`config.mk`:
```
export PLATFORM = sky130hd
export DESIGN_NAME = cpu_register_file_with_flags
export DESIGN_NICKNAME = d
export VERILOG_FILES = /design/src/rtl/cpu_regs_pkg.sv /design/src/rtl/cpu_register_file_with_flags.sv
export VERILOG_INCLUDE_DIRS = /design/src /design/src/rtl
export SDC_FILE = /design/constraint.sdc
export NUM_CORES = 2
export LEC_CHECK = 0
export ABC_CLOCK_PERIOD_IN_PS = 5900
export BUFFER_PORTS_ARGS = -buffer_cell sky130_fd_sc_hd__buf_2
export CAP_MARGIN = 20
export CELL_PAD_IN_SITES_DETAIL_PLACEMENT = 0
export CELL_PAD_IN_SITES_GLOBAL_PLACEMENT = 2
export CORE_UTILIZATION = 40
export CTS_CLUSTER_DIAMETER = 40
export DETAILED_ROUTE_END_ITERATION = 8
export PLACE_DENSITY_LB_ADDON = 0.1
export SKIP_LAST_GASP = 1
export SYNTH_ARGS = -nofsm -noshare
export SYNTH_HDL_FRONTEND = slang
export SYNTH_SLANG_ARGS = --single-unit
```
`constraint.sdc`:
```
create_clock -name hclk -period 5.9 [get_ports hclk]
set_clock_uncertainty 0.2 [all_clocks]
set_input_delay 0.295 -clock hclk [delete_from_list [all_inputs] [get_ports hclk]]
set_output_delay 0.295 -clock hclk [all_outputs]
set_load 0.05 [all_outputs]
```
`src/rtl/cpu_regs_defines.svh`:
```
// Register offsets, flag bit positions, reset values and widths.
// Assumes inclusion by bare name from the register file only.
`ifndef CPU_REGS_DEFINES_SVH
`define CPU_REGS_DEFINES_SVH

// Bus byte offsets, working registers of bank 0 then bank 1
`define OFS_BANK0          8'h00
`define OFS_BANK1          8'h20
`define OFS_USER_SP        8'h40
`define OFS_INT_SP         8'h44
`define OFS_VECT_BASE      8'h48
`define OFS_PROG_CNT       8'h4C
`define OFS_FLAGS          8'h50
`define OFS_ACTIVE_SP      8'h54
`define OFS_PAIR_LOW       8'h58
`define OFS_PAIR_HIGH      8'h5C

// Flag bit positions
`define FLG_CARRY          0
`define FLG_DEBUG          1
`define FLG_ZERO           2
`define FLG_SIGN           3
`define FLG_BANK           4
`define FLG_OVFL           5
`define FLG_IEN            6
`define FLG_STACK          7
`define FLG_IPL_LO         12
`define FLG_IPL_HI         14

// Writable flag bits; reserved bits read zero
`define FLG_WMASK          16'h70FF

// Reset values
`define REG_RESET          24'h00_0000
`define FLG_RESET          16'h0000

// Software interrupt numbers below this clear the stack flag
`define SW_INT_LIMIT       6'h20

`endif

```
`src/rtl/cpu_regs_pkg.sv`:
```
// Types used by the register file for write shapes and result widths.
// Assumes nothing beyond a SystemVerilog compiler.
`default_nettype none
package cpu_regs_pkg;
  // Working register write shapes
  typedef enum logic [1:0] {
    WR_FULL,
    WR_LOW_BYTE,
    WR_HIGH_BYTE,
    WR_PAIR
  } wr_mode_t;

  // ALU result widths for zero and sign
  typedef enum logic [1:0] {
    SZ_BYTE,
    SZ_WORD,
    SZ_ADDR,
    SZ_LONG
  } res_size_t;
endpackage
`default_nettype wire

```
`src/rtl/cpu_register_file_with_flags.sv`:
```
// Architectural register file with processor flags.
// Assumes one core clock, an AHB-Lite master for software access and
// the core's execute and interrupt logic on the core-side ports.
//
// What this block does
// [RULE_01] Two banks of eight working registers
// [RULE_02] Data registers 16 bits, bytes of first two
// [RULE_03] Pair data 2:0 and 3:1 as 32 bits
// [RULE_04] Two 24-bit address registers
// [RULE_05] 24-bit static base register
// [RULE_06] 24-bit frame base register
// [RULE_07] User and interrupt stack pointers, one active
// [RULE_08] Software keeps stack pointers even
// [RULE_09] 24-bit interrupt vector table base
// [RULE_10] 24-bit program counter, next instruction
// [RULE_11] 16-bit flag register with all fields
// [RULE_12] Carry flag updated after carry instructions
// [RULE_13] Software keeps debug flag cleared
// [RULE_14] Zero flag set on zero result
// [RULE_15] Sign flag set on negative result
// [RULE_16] Bank flag routes working register accesses
// [RULE_17] Overflow flag follows arithmetic overflow
// [RULE_18] Enable flag gates maskable interrupts, cleared on ack
// [RULE_19] Stack flag zero selects interrupt stack
// [RULE_20] Interrupt accepted only above priority level
// [RULE_21] Synchronous updates, interrupt ack wins
//
// Decided for this implementation: the address map and register access over AHB-Lite.
`timescale 1ns/1ps
`default_nettype none
`include "cpu_regs_defines.svh"

module cpu_register_file_with_flags
(
  input  wire logic        hclk,
  input  wire logic        hresetn,
  // AHB-Lite slave
  input  wire logic        hsel,
  input  wire logic [7:0]  haddr,
  input  wire logic [1:0]  htrans,
  input  wire logic        hwrite,
  input  wire logic [2:0]  hsize,
  input  wire logic [31:0] hwdata,
  input  wire logic        hready,
  output logic      [31:0] hrdata,
  output logic             hreadyout,
  output logic             hresp,
  // Core working register port
  input  wire logic        core_wr_en,
  input  wire logic [2:0]  core_wr_sel,
  input  wire logic [1:0]  core_wr_mode,
  input  wire logic [31:0] core_wr_data,
  input  wire logic [2:0]  core_rd_sel,
  output logic      [23:0] core_rd_data,
  output logic      [31:0] wide_data_pair_low,
  output logic      [31:0] wide_data_pair_high,
  // Stack pointer, program counter and flags
  input  wire logic        sp_wr_en,
  input  wire logic [23:0] sp_wr_data,
  output logic      [23:0] active_sp,
  input  wire logic        pc_load,
  input  wire logic [23:0] pc_next,
  output logic      [23:0] program_counter,
  output logic      [23:0] vector_table_base,
  input  wire logic        flg_wr_en,
  input  wire logic [15:0] flg_wr_data,
  output logic      [15:0] processor_flags,
  // ALU flag update
  input  wire logic        alu_upd_c,
  input  wire logic        alu_upd_zs,
  input  wire logic        alu_upd_o,
  input  wire logic [1:0]  alu_size,
  input  wire logic [31:0] alu_result,
  input  wire logic        alu_carry,
  input  wire logic        alu_ovfl,
  // Interrupt side
  input  wire logic        irq_req,
  input  wire logic        irq_maskable,
  input  wire logic [2:0]  irq_level,
  output logic             irq_accept,
  input  wire logic        irq_ack,
  input  wire logic        sw_int,
  input  wire logic [5:0]  sw_int_num
);

  ////////////////////////////////////////////////////////////////////////
  // Storage
  ////////////////////////////////////////////////////////////////////////

  logic [23:0] work_regs [0:15];  // Index is bank, then register
  logic [23:0] user_stack_pointer;      // Selected when stack flag is one
  logic [23:0] interrupt_stack_pointer; // Selected when stack flag is zero

  // Bus data phase state
  logic        dp_wr;       // Write data phase pending
  logic        dp_rd;       // Read data phase pending
  logic        rd_done;     // Read data captured, answer now
  logic [7:0]  dp_addr;     // Latched address

  // Flag fields read out of the flag register
  logic        bank_flag;
  logic        stack_flag;
  logic        ien_flag;
  logic [2:0]  processor_priority_level;

  assign bank_flag  = processor_flags[`FLG_BANK];
  assign stack_flag = processor_flags[`FLG_STACK];
  assign ien_flag   = processor_flags[`FLG_IEN];
  assign processor_priority_level =
    processor_flags[`FLG_IPL_HI:`FLG_IPL_LO];

  ////////////////////////////////////////////////////////////////////////
  // Functions
  ////////////////////////////////////////////////////////////////////////

  // Data registers hold 16 bits; the upper byte is forced to zero
  function automatic logic [23:0] fit(input logic [2:0] sel,
                                      input logic [23:0] val);
    if (sel < 3'd4)
      fit = {8'h00, val[15:0]};  // [RULE_02]
    else
      fit = val;                  // [RULE_04] [RULE_05] [RULE_06]
  endfunction

  // Zero test at the width of the operation
  function automatic logic res_zero(input logic [1:0] sz,
                                    input logic [31:0] r);
    case (cpu_regs_pkg::res_size_t'(sz))
      cpu_regs_pkg::SZ_BYTE: res_zero = (r[7:0] == 8'h00);
      cpu_regs_pkg::SZ_WORD: res_zero = (r[15:0] == 16'h0000);
      cpu_regs_pkg::SZ_ADDR: res_zero = (r[23:0] == 24'h00_0000);
      default:               res_zero = (r == 32'h0000_0000);
    endcase
  endfunction

  // Sign bit at the width of the operation
  function automatic logic res_sign(input logic [1:0] sz,
                                    input logic [31:0] r);
    case (cpu_regs_pkg::res_size_t'(sz))
      cpu_regs_pkg::SZ_BYTE: res_sign = r[7];
      cpu_regs_pkg::SZ_WORD: res_sign = r[15];
      cpu_regs_pkg::SZ_ADDR: res_sign = r[23];
      default:               res_sign = r[31];
    endcase
  endfunction

  ////////////////////////////////////////////////////////////////////////
  // AHB-Lite address phase and answer
  ////////////////////////////////////////////////////////////////////////

  logic take;  // Valid transfer taken this cycle
  assign take = hsel && htrans[1] && hready;

  // Reads wait one cycle so a write just before is always visible
  assign hreadyout = !dp_rd || rd_done;
  assign hresp     = 1'b0;

  // Track the data phase of each transfer
  always_ff @(posedge hclk or negedge hresetn)
  begin
    if (!hresetn)
    begin
      dp_wr   <= 1'b0;
      dp_rd   <= 1'b0;
      rd_done <= 1'b0;
      dp_addr <= 8'h00;
    end
    else
    begin
      if (hreadyout)
      begin
        dp_wr   <= take && hwrite;
        dp_rd   <= take && !hwrite;
        rd_done <= 1'b0;
        if (take)
          dp_addr <= haddr;
      end
      else
        rd_done <= 1'b1;  // Read data captured this edge
    end
  end

  // Bus write strobes per target
  logic        bw_work;
  logic [3:0]  bw_idx;
  logic        bw_usp;
  logic        bw_isp;
  logic        bw_vector_table_base;
  logic        bw_pc;
  logic        bw_flg;

  // Address decode of the pending write
  always_comb
  begin
    bw_work = 1'b0;
    bw_idx  = dp_addr[5:2];
    bw_usp  = 1'b0;
    bw_isp  = 1'b0;
    bw_vector_table_base = 1'b0;
    bw_pc   = 1'b0;
    bw_flg  = 1'b0;
    if (!dp_wr)
      bw_work = 1'b0;
    else if (dp_addr < `OFS_USER_SP)
      bw_work = 1'b1;
    else if (dp_addr == `OFS_USER_SP)
      bw_usp = 1'b1;
    else if (dp_addr == `OFS_INT_SP)
      bw_isp = 1'b1;
    else if (dp_addr == `OFS_VECT_BASE)
      bw_vector_table_base = 1'b1;
    else if (dp_addr == `OFS_PROG_CNT)
      bw_pc = 1'b1;
    else if (dp_addr == `OFS_FLAGS)
      bw_flg = 1'b1;
  end

  // Read mux; unmapped space reads zero
  logic [31:0] rd_mux;
  always_comb
  begin
    rd_mux = 32'h0000_0000;
    if (dp_addr < `OFS_USER_SP)
      rd_mux = {8'h00, work_regs[dp_addr[5:2]]};
    else if (dp_addr == `OFS_USER_SP)
      rd_mux = {8'h00, user_stack_pointer};
    else if (dp_addr == `OFS_INT_SP)
      rd_mux = {8'h00, interrupt_stack_pointer};
    else if (dp_addr == `OFS_VECT_BASE)
      rd_mux = {8'h00, vector_table_base};
    else if (dp_addr == `OFS_PROG_CNT)
      rd_mux = {8'h00, program_counter};
    else if (dp_addr == `OFS_FLAGS)
      rd_mux = {16'h0000, processor_flags};
    else if (dp_addr == `OFS_ACTIVE_SP)
      rd_mux = {8'h00, active_sp};
    else if (dp_addr == `OFS_PAIR_LOW)
      rd_mux = wide_data_pair_low;
    else if (dp_addr == `OFS_PAIR_HIGH)
      rd_mux = wide_data_pair_high;
  end

  // Capture read data in the wait cycle
  always_ff @(posedge hclk or negedge hresetn)
  begin
    if (!hresetn)
      hrdata <= 32'h0000_0000;
    else if (dp_rd && !rd_done)
      hrdata <= rd_mux;
  end

  ////////////////////////////////////////////////////////////////////////
  // Working registers
  ////////////////////////////////////////////////////////////////////////

  logic [3:0] cw_idx;  // Core write target in the selected bank
  logic [3:0] cr_idx;  // Core read source in the selected bank
  assign cw_idx = {bank_flag, core_wr_sel};  // [RULE_16]
  assign cr_idx = {bank_flag, core_rd_sel};  // [RULE_16]

  // Bus writes first, core writes override in the same cycle
  always_ff @(posedge hclk or negedge hresetn)
  begin
    if (!hresetn)
    begin
      for (int i = 0; i < 16; i++)
        work_regs[i] <= `REG_RESET;  // [RULE_01]
    end
    else
    begin
      if (bw_work)
        work_regs[bw_idx] <= fit(bw_idx[2:0], hwdata[23:0]);
      if (core_wr_en)
      begin
        case (cpu_regs_pkg::wr_mode_t'(core_wr_mode))
          cpu_regs_pkg::WR_LOW_BYTE:
            work_regs[cw_idx][7:0] <= core_wr_data[7:0];  // [RULE_02]
          cpu_regs_pkg::WR_HIGH_BYTE:
            work_regs[cw_idx][15:8] <= core_wr_data[7:0]; // [RULE_02]
          cpu_regs_pkg::WR_PAIR:
          begin
            // Select 0 or 1 names the low half; high half is two above
            work_regs[{bank_flag, 2'b00, core_wr_sel[0]}] <=
              {8'h00, core_wr_data[15:0]};  // [RULE_03]
            work_regs[{bank_flag, 2'b01, core_wr_sel[0]}] <=
              {8'h00, core_wr_data[31:16]}; // [RULE_03]
          end
          default:
            work_regs[cw_idx] <= fit(core_wr_sel, core_wr_data[23:0]);
        endcase
      end
    end
  end

  // Registered core read of the selected bank
  always_ff @(posedge hclk or negedge hresetn)
  begin
    if (!hresetn)
      core_rd_data <= `REG_RESET;
    else
      core_rd_data <= work_regs[cr_idx];  // [RULE_16]
  end

  // 32-bit views of the data pairs in the selected bank
  assign wide_data_pair_low  = {work_regs[{bank_flag, 3'd2}][15:0],
                                work_regs[{bank_flag, 3'd0}][15:0]};
                                // [RULE_03]
  assign wide_data_pair_high = {work_regs[{bank_flag, 3'd3}][15:0],
                                work_regs[{bank_flag, 3'd1}][15:0]};
                                // [RULE_03]

  ////////////////////////////////////////////////////////////////////////
  // Stack pointers, vector base, program counter
  ////////////////////////////////////////////////////////////////////////

  // Only the active pointer follows core pushes and pops
  assign active_sp = stack_flag ? user_stack_pointer
                                : interrupt_stack_pointer;  // [RULE_19]

  // Stack pointers; odd values are kept as written
  always_ff @(posedge hclk or negedge hresetn)
  begin
    if (!hresetn)
    begin
      user_stack_pointer      <= `REG_RESET;
      interrupt_stack_pointer <= `REG_RESET;
    end
    else
    begin
      if (bw_usp)
        user_stack_pointer <= hwdata[23:0];
      if (bw_isp)
        interrupt_stack_pointer <= hwdata[23:0];
      if (sp_wr_en && stack_flag)
        user_stack_pointer <= sp_wr_data;       // [RULE_07]
      if (sp_wr_en && !stack_flag)
        interrupt_stack_pointer <= sp_wr_data;  // [RULE_07]
    end
  end

  // Vector table base, written by software only
  always_ff @(posedge hclk or negedge hresetn)
  begin
    if (!hresetn)
      vector_table_base <= `REG_RESET;
    else if (bw_vector_table_base)
      vector_table_base <= hwdata[23:0];  // [RULE_09]
  end

  // Program counter; the core's load beats a bus write
  always_ff @(posedge hclk or negedge hresetn)
  begin
    if (!hresetn)
      program_counter <= `REG_RESET;
    else if (pc_load)
      program_counter <= pc_next;         // [RULE_10]
    else if (bw_pc)
      program_counter <= hwdata[23:0];
  end

  ////////////////////////////////////////////////////////////////////////
  // Flags and interrupt gate
  ////////////////////////////////////////////////////////////////////////

  // Maskable requests need the enable flag; all need a higher level
  assign irq_accept = irq_req && (ien_flag || !irq_maskable) &&
                      (irq_level > processor_priority_level);
                      // [RULE_18] [RULE_20]

  // Later assignments win: bus, core write, ALU, then acknowledge
  always_ff @(posedge hclk or negedge hresetn)
  begin
    if (!hresetn)
      processor_flags <= `FLG_RESET;  // [RULE_11]
    else
    begin
      if (bw_flg)
        processor_flags <= hwdata[15:0] & `FLG_WMASK;  // [RULE_11]
      if (flg_wr_en)
        processor_flags <= flg_wr_data & `FLG_WMASK;
      // Debug flag is stored as written; software keeps it zero
      if (alu_upd_c)
        processor_flags[`FLG_CARRY] <= alu_carry;  // [RULE_12]
      if (alu_upd_zs)
      begin
        processor_flags[`FLG_ZERO] <=
          res_zero(alu_size, alu_result);         // [RULE_14]
        processor_flags[`FLG_SIGN] <=
          res_sign(alu_size, alu_result);         // [RULE_15]
      end
      if (alu_upd_o)
        processor_flags[`FLG_OVFL] <= alu_ovfl;   // [RULE_17]
      if (sw_int && (sw_int_num < `SW_INT_LIMIT))
        processor_flags[`FLG_STACK] <= 1'b0;      // [RULE_19]
      if (irq_ack)
      begin
        processor_flags[`FLG_IEN]   <= 1'b0;      // [RULE_18] [RULE_21]
        processor_flags[`FLG_STACK] <= 1'b0;      // [RULE_19] [RULE_21]
      end
    end
  end

endmodule

`default_nettype wire

```
## Word-level counts from Yosys, hierarchy flattened

Index checks and enable logic that the tools add are counted.

| storage, ports and cells | value |
|---|---|
| flip-flop bits (word level) | 563 |
| word-level logic and storage cells | 206 |
| output and inout port bits | 211 |
| bits of input ports | 210 |

| cells by class | value |
|---|---|
| reduce and logical (&&, ||, !) cells | 37 |
| equal/unequal tests | 13 |
| mux-type cells | 97 |
| bitwise logic cells | 9 |
| $lt $le $gt $ge | 18 |

Operators with widths:

| cell | number |
|---|---|
| bitwise mux 384 bit | 6 |
| case mux 384 bit (3 select lines) | 1 |
| two-way mux 384 bit | 2 |
| binary-select mux 24 bit (select 4 bit) | 6 |
| demux 24 bit (select 4 bit) | 6 |
| two-way mux 24 bit | 20 |
| two-way mux 32 bit | 9 |
| two-way mux 16 bit | 11 |
| equality test 8 x 7 -> 1 bit, second input constant | 8 |
| greater-or-equal comparator 5 bit, second input constant | 9 |
| inverter 4 -> 5 bit | 9 |
| logical NOT 32 bit | 1 |
| two-way mux 1 bit | 31 |
| logical NOT 24 bit | 1 |
| less-than comparator 5 x 1 -> 1 bit, second input constant | 4 |
| logical NOT 16 bit | 1 |
| logical AND 1 bit | 14 |
| nonzero test 3 bit | 4 |
| logical NOT 8 bit | 1 |
| less-than comparator 8 x 7 -> 1 bit, second input constant | 1 |
| two-way mux 8 bit | 1 |
| nonzero test 2 bit | 4 |
| equality test 2 bit, second input constant | 3 |
| less-than comparator 3 bit, second input constant | 2 |
| 11 further kinds | 19 |

## Logic depth before layout (Yosys ltp)

| depth | value |
|---|---|
| depth after elaboration | 13 |
| mapped depth | 9 |
| gate-level depth less buffers | 6 |

## Worst setup path after synthesis

Ideal clock, no wire load.

| timing path | value |
|---|---|
| kind | flip-flop to output port |
| start point | register processor_flags[13] |
| end point | output irq_accept |
| required time | 5.405 ns |
| path slack | 3.016 ns |
| arrival | 2.389 ns |
| stages on the path, launching flop included | 6 |
| path buffers | 0 |
| cells stage by stage | dfrtp_1 -> inv_1 -> ha_1 -> a21o_1 -> a21oi_1 -> a311oi_1 |

| between the ends | value |
|---|---|
| word-level cells in the longest chain between the ends | 2 |

RTL lines:

| element | RTL line | RTL |
|---|---|---|
| start: declaration | cpu_register_file_with_flags.sv:67 | `output logic [15:0] processor_flags,` |
| start signal: assignment | cpu_register_file_with_flags.sv:374 | `` processor_flags <= `FLG_RESET; `` |
| start signal: assignment | cpu_register_file_with_flags.sv:378 | `` processor_flags <= hwdata[15:0] & `FLG_WMASK; `` |
| start signal: assignment | cpu_register_file_with_flags.sv:380 | `` processor_flags <= flg_wr_data & `FLG_WMASK; `` |
| > comparator 3 bit | cpu_register_file_with_flags.sv:367 | `(irq_level > processor_priority_level);` |
| logical AND 1 bit | cpu_register_file_with_flags.sv:366 | `assign irq_accept = irq_req && (ien_flag \|\| !irq_maskable) &&` |
| end: declaration | cpu_register_file_with_flags.sv:80 | `output logic irq_accept,` |

No other way between the ends.

## Worst setup path after layout

| timing path | value |
|---|---|
| start point | register dp_addr[7] |
| end point | register program_counter[20] |

| between the ends | value |
|---|---|
| word-level cells in the longest chain between the ends | 8 |
| elaborated cells between the ends (all ways) | 12 |
| classes of those cells | order compare: 1; eq/ne: 4; mux: 6; reduce/logical: 1 |

RTL lines:

| element | RTL line | RTL |
|---|---|---|
| start: declaration | cpu_register_file_with_flags.sv:98 | `logic [7:0] dp_addr;` |
| start signal: assignment | cpu_register_file_with_flags.sv:176 | `dp_addr <= haddr;` |
| equality test 8 x 7 -> 1 bit (no line) | n/a |  |
| two-way mux 1 bit | cpu_register_file_with_flags.sv:212 | `` else if (dp_addr == `OFS_PROG_CNT) `` |
| two-way mux 1 bit | cpu_register_file_with_flags.sv:210 | `` else if (dp_addr == `OFS_VECT_BASE) `` |
| two-way mux 1 bit | cpu_register_file_with_flags.sv:208 | `` else if (dp_addr == `OFS_INT_SP) `` |
| two-way mux 1 bit | cpu_register_file_with_flags.sv:206 | `` else if (dp_addr == `OFS_USER_SP) `` |
| two-way mux 1 bit (*) | cpu_register_file_with_flags.sv:204 | `` else if (dp_addr < `OFS_USER_SP) `` |
| two-way mux 1 bit (*) | cpu_register_file_with_flags.sv:202 | `if (!dp_wr)` |
| nonzero test 2 bit (no line) (*) | n/a |  |
| end signal: assignment | cpu_register_file_with_flags.sv:354 | `` program_counter <= `REG_RESET; `` |
| end signal: assignment | cpu_register_file_with_flags.sv:356 | `program_counter <= pc_next;` |
| end signal: assignment | cpu_register_file_with_flags.sv:358 | `program_counter <= hwdata[23:0];` |
| end: declaration | cpu_register_file_with_flags.sv:63 | `output logic [23:0] program_counter,` |

Mark *: on every way between the ends. The rest lies on a longest branch, timed or not.
A chain may end at the register's enable or synchronous reset.

==> impl_metrics.json <==
{
  "crit_chain": "nor4b_4, and2_1, nand3_2, mux2i_1, o21ai_0, dlygate4sd3_1",
  "holdWs_ns": 0.0338,
  "htree_levels": 3,
  "p_seq_frac": 0.277,
  "dp_slack_ns": 2.18,
  "tns_ns": 0,
  "grt_antenna_before_repair": 22,
  "crit_buf_inv": 1,
  "area_growth_pct": 22.6,
  "wirelength_um": 187000,
  "fmax_ghz": 0.232,
  "syn_area_mm2": 0.0373,
  "seq_area_frac_synth": 0.374,
  "portBuffers": 392,
  "numCtsBuffers": 118,
  "multi_input_area_mm2": 0.0213,
  "pwr-share-comb": 0.366,
  "post-route-util": 0.497,
  "cts_root_buf": "clkbuf_16",
  "vias": 35300,
  "grt_pass1_vias": 34800,
  "arrival_ns": 4.70,
  "rsz0062_at_grt": "false",
  "r2r-end": "program_counter[20]$_DFFE_PN0P_",
  "fin_ws_ns": 1.58,
  "ff2ff_path_depth": 6,
  "grt_usage": 0.391,
  "status": "complete, no violations",
  "cp.required_ns": 6.28,
  "synth_edf_count": 0,
  "gr-total-overflow": 0,
  "ys_ff_latch": 558,
  "p_per_area_mw_per_mm2": 445,
  "final_common_cell": "dfrtp_1",
  "clk_latency_ns": 0.72,
  "drt_iter0_drc": 3709,
  "setup_violations": 0,
  "cap_violations": 0,
  "drv_slew": 0,
  "die-area_mm2": 0.0946,
  "post-cts-setup-buffers": 0,
  "hold_end": "processor_flags[4]$_DFFE_PN0P_",
  "worst_slew_pin_slew_ns": 1.27,
  "hpwl_um": 132000,
  "clockBufferDepth": 3,
  "p_clk_frac": 0.356,
  "cts_tree": "yes",
  "endpoint_kind": "flop",
  "die_w_um": 308,
  "synth_cells": 3714,
  "cpPeakStageDelay_ns": 0.91,
  "worstSetupStartpointType": "flop",
  "grt_max_degree": 160,
  "drc": 0,
  "cp_slowest_cell": "nand3_2",
  "crit_fanout": 24,
  "rrSetupSlack_ns": 1.58,
  "slew_headroom": 0.127,
  "nNetsFinal": 4324,
  "die_h_um": 308,
  "p_sw_mw": 8.36,
  "regArea_mm2": 0.0140,
  "finalCritPeriodShare": 0.732,
  "via_per_inst": 6.46,
  "p_sw_frac": 0.410,
  "layout_common_cells": "dfrtp_1, buf_2, mux2i_1",
  "synth_warnings": 0,
  "cts.clk_slew.worst_paths_ns": 0.05,
  "critPathTopFamily": "simple AND/OR/NAND/NOR gates",
  "n_fill_cell": 8491,
  "core_mm2": 0.0921,
  "r2r_start": "dp_addr[7]$_DFFE_PN0P_",
  "power_mw": 20.4,
  "synthFlopType": "dfrtp_1",
  "min_from": "flg_wr_en",
  "start_util": 0.406,
  "grt_pass1_wl_um": 263000,
  "layout-drive-gt1-share": 0.268,
  "ios": 421,
  "rows": 111,
  "synth.distinct_cells": 98,
  "ir_drop_mv": 0.326,
  "criticalPathCategory": "flop to flop",
  "syn_avg_cell_area_um2": 10.1,
  "dr.pass1.iters": 6,
  "hold_path_depth": 3,
  "min_path_type": "input port to flop",
  "place.gp.congestion": 0.983,
  "final-hold-violation-count": 0,
  "p_leak_nw": 20.4,
  "postRouteAntennaNets": 0,
  "min_period_ns": 4.32,
  "clock_sinks": 558,
  "wire_per_inst_um": 34.2,
  "cts_resized": 0,
  "async_flop_share": 1.00,
  "p_int_mw": 12.0,
  "hold_buffers": 160
}
==> per-layer routing <==
layer	GRT usage	vias up	routed length, um
met2	0.601	2133	83500
met5	0.00310	-	62
li1	-	14700	-
met4	0.208	6	11400
met3	0.0992	501	18000
met1	0.505	18000	74100
==> cell usage after synthesis, types with 11 or more instances <==
cell | number | share of area
a211oi_1 | 39 | 0.0078
a31oi_1 | 34 | 0.0057
a21o_1 | 34 | 0.0068
a32oi_1 | 17 | 0.0040
nor2_1 | 299 | 0.030
nand2_1 | 369 | 0.037
mux4_2 | 164 | 0.099
buf_6 | 26 | 0.0078
inv_1 | 11 | 0.0011
nand3_1 | 62 | 0.0083
a221o_1 | 20 | 0.0054
o22ai_1 | 63 | 0.011
mux2_2 | 179 | 0.054
a22o_1 | 19 | 0.0045
a32o_1 | 11 | 0.0029
and2_1 | 81 | 0.014
dfrtp_1 | 558 | 0.37
a21oi_1 | 289 | 0.039
a211o_1 | 18 | 0.0042
o211ai_1 | 37 | 0.0074
mux4_1 | 31 | 0.022
buf_1 | 13 | 0.0013
clkbuf_1 | 180 | 0.018
o221ai_1 | 18 | 0.0042
nor2b_1 | 21 | 0.0035
a221oi_1 | 13 | 0.0030
nor3_1 | 36 | 0.0048
o21ai_0 | 291 | 0.039
mux2i_1 | 378 | 0.10
buf_2 | 113 | 0.015
a22oi_1 | 51 | 0.010
buf_4 | 49 | 0.0099
==> worst reg2reg max path, cell delays in order (launching register included) <==
cell and delay [ns]:
dfrtp_1 0.46, nor4b_4 0.72, and2_1 0.77, nand3_2 0.92, mux2i_1 0.43, o21ai_0 0.11, dlygate4sd3_1 0.60
==> power groups by stage <==
stage	Combinational, mW	Clock (mW)	Sequential [mW]
floorplan	4.49	0	5.66
global placement	7.09	0	5.59
detailed placement	7.17	0	5.66
CTS	7.31	7.30	5.60
global route	7.76	7.48	5.72
finish	7.47	7.26	5.66
==> through the flow <==
| step | instance area [um^2] | std cells |
|---|---|---|
| floorplan | 37400 | 3719 |
| global placement | 39700 | 5063 |
| detailed placement | 39800 | 5070 |
| CTS | 45700 | 5454 |
| global route | 45800 | 5458 |
| finish | 45800 | 5466 |
==> area by class of cell <==
class,instances,share of cell area
clock inverter,85,0.0248
timing repair buffer,663,0.0984
antenna,8,0.000437
multi-input combinational,2755,0.466
inverter,15,0.00123
sequential,558,0.305
tap,1243,0.0340
clock buffer,139,0.0696
==> state kept, by name, indices dropped and copies added (netlist names) <==
name	count
dp_wr	1
user_stack_pointer	24
dp_addr	8
hrdata	32
core_rd_data	24
vector_table_base	24
interrupt_stack_pointer	24
dp_rd	1
program_counter	24
processor_flags	11
work_regs	384
rd_done	1
==> cells by family (layout without fill, tap and decap cells) <==
logic type / count (synthesis) / in the layout / synth area share
adder cells (fa/ha/maj): 3 / 3 / 0.00101
buffers and inverters: 406 / 902 / 0.0579
AO/OA/AOI/OAI: 1030 / 1030 / 0.172
multiplexers: 755 / 755 / 0.277
flip-flops: 558 / 558 / 0.374
other: 1 / 14 / 0.000100
AND/OR/NAND/NOR: 961 / 961 / 0.118
==> worst max path at each step <==
stage	startpoint	to	cells after the start
floorplan	processor_flags[13]$_DFFE_PN0P_	irq_accept	5
global placement	dp_addr[3]$_DFFE_PN0P_	hrdata[3]$_DFFE_PN0P_	5
detailed placement	dp_addr[7]$_DFFE_PN0P_	program_counter[10]$_DFFE_PN0P_	5
CTS	dp_addr[7]$_DFFE_PN0P_	program_counter[20]$_DFFE_PN0P_	6
global route	dp_addr[7]$_DFFE_PN0P_	program_counter[20]$_DFFE_PN0P_	6
finish	dp_addr[7]$_DFFE_PN0P_	program_counter[20]$_DFFE_PN0P_	6
Power figures use the tool's default switching activity.
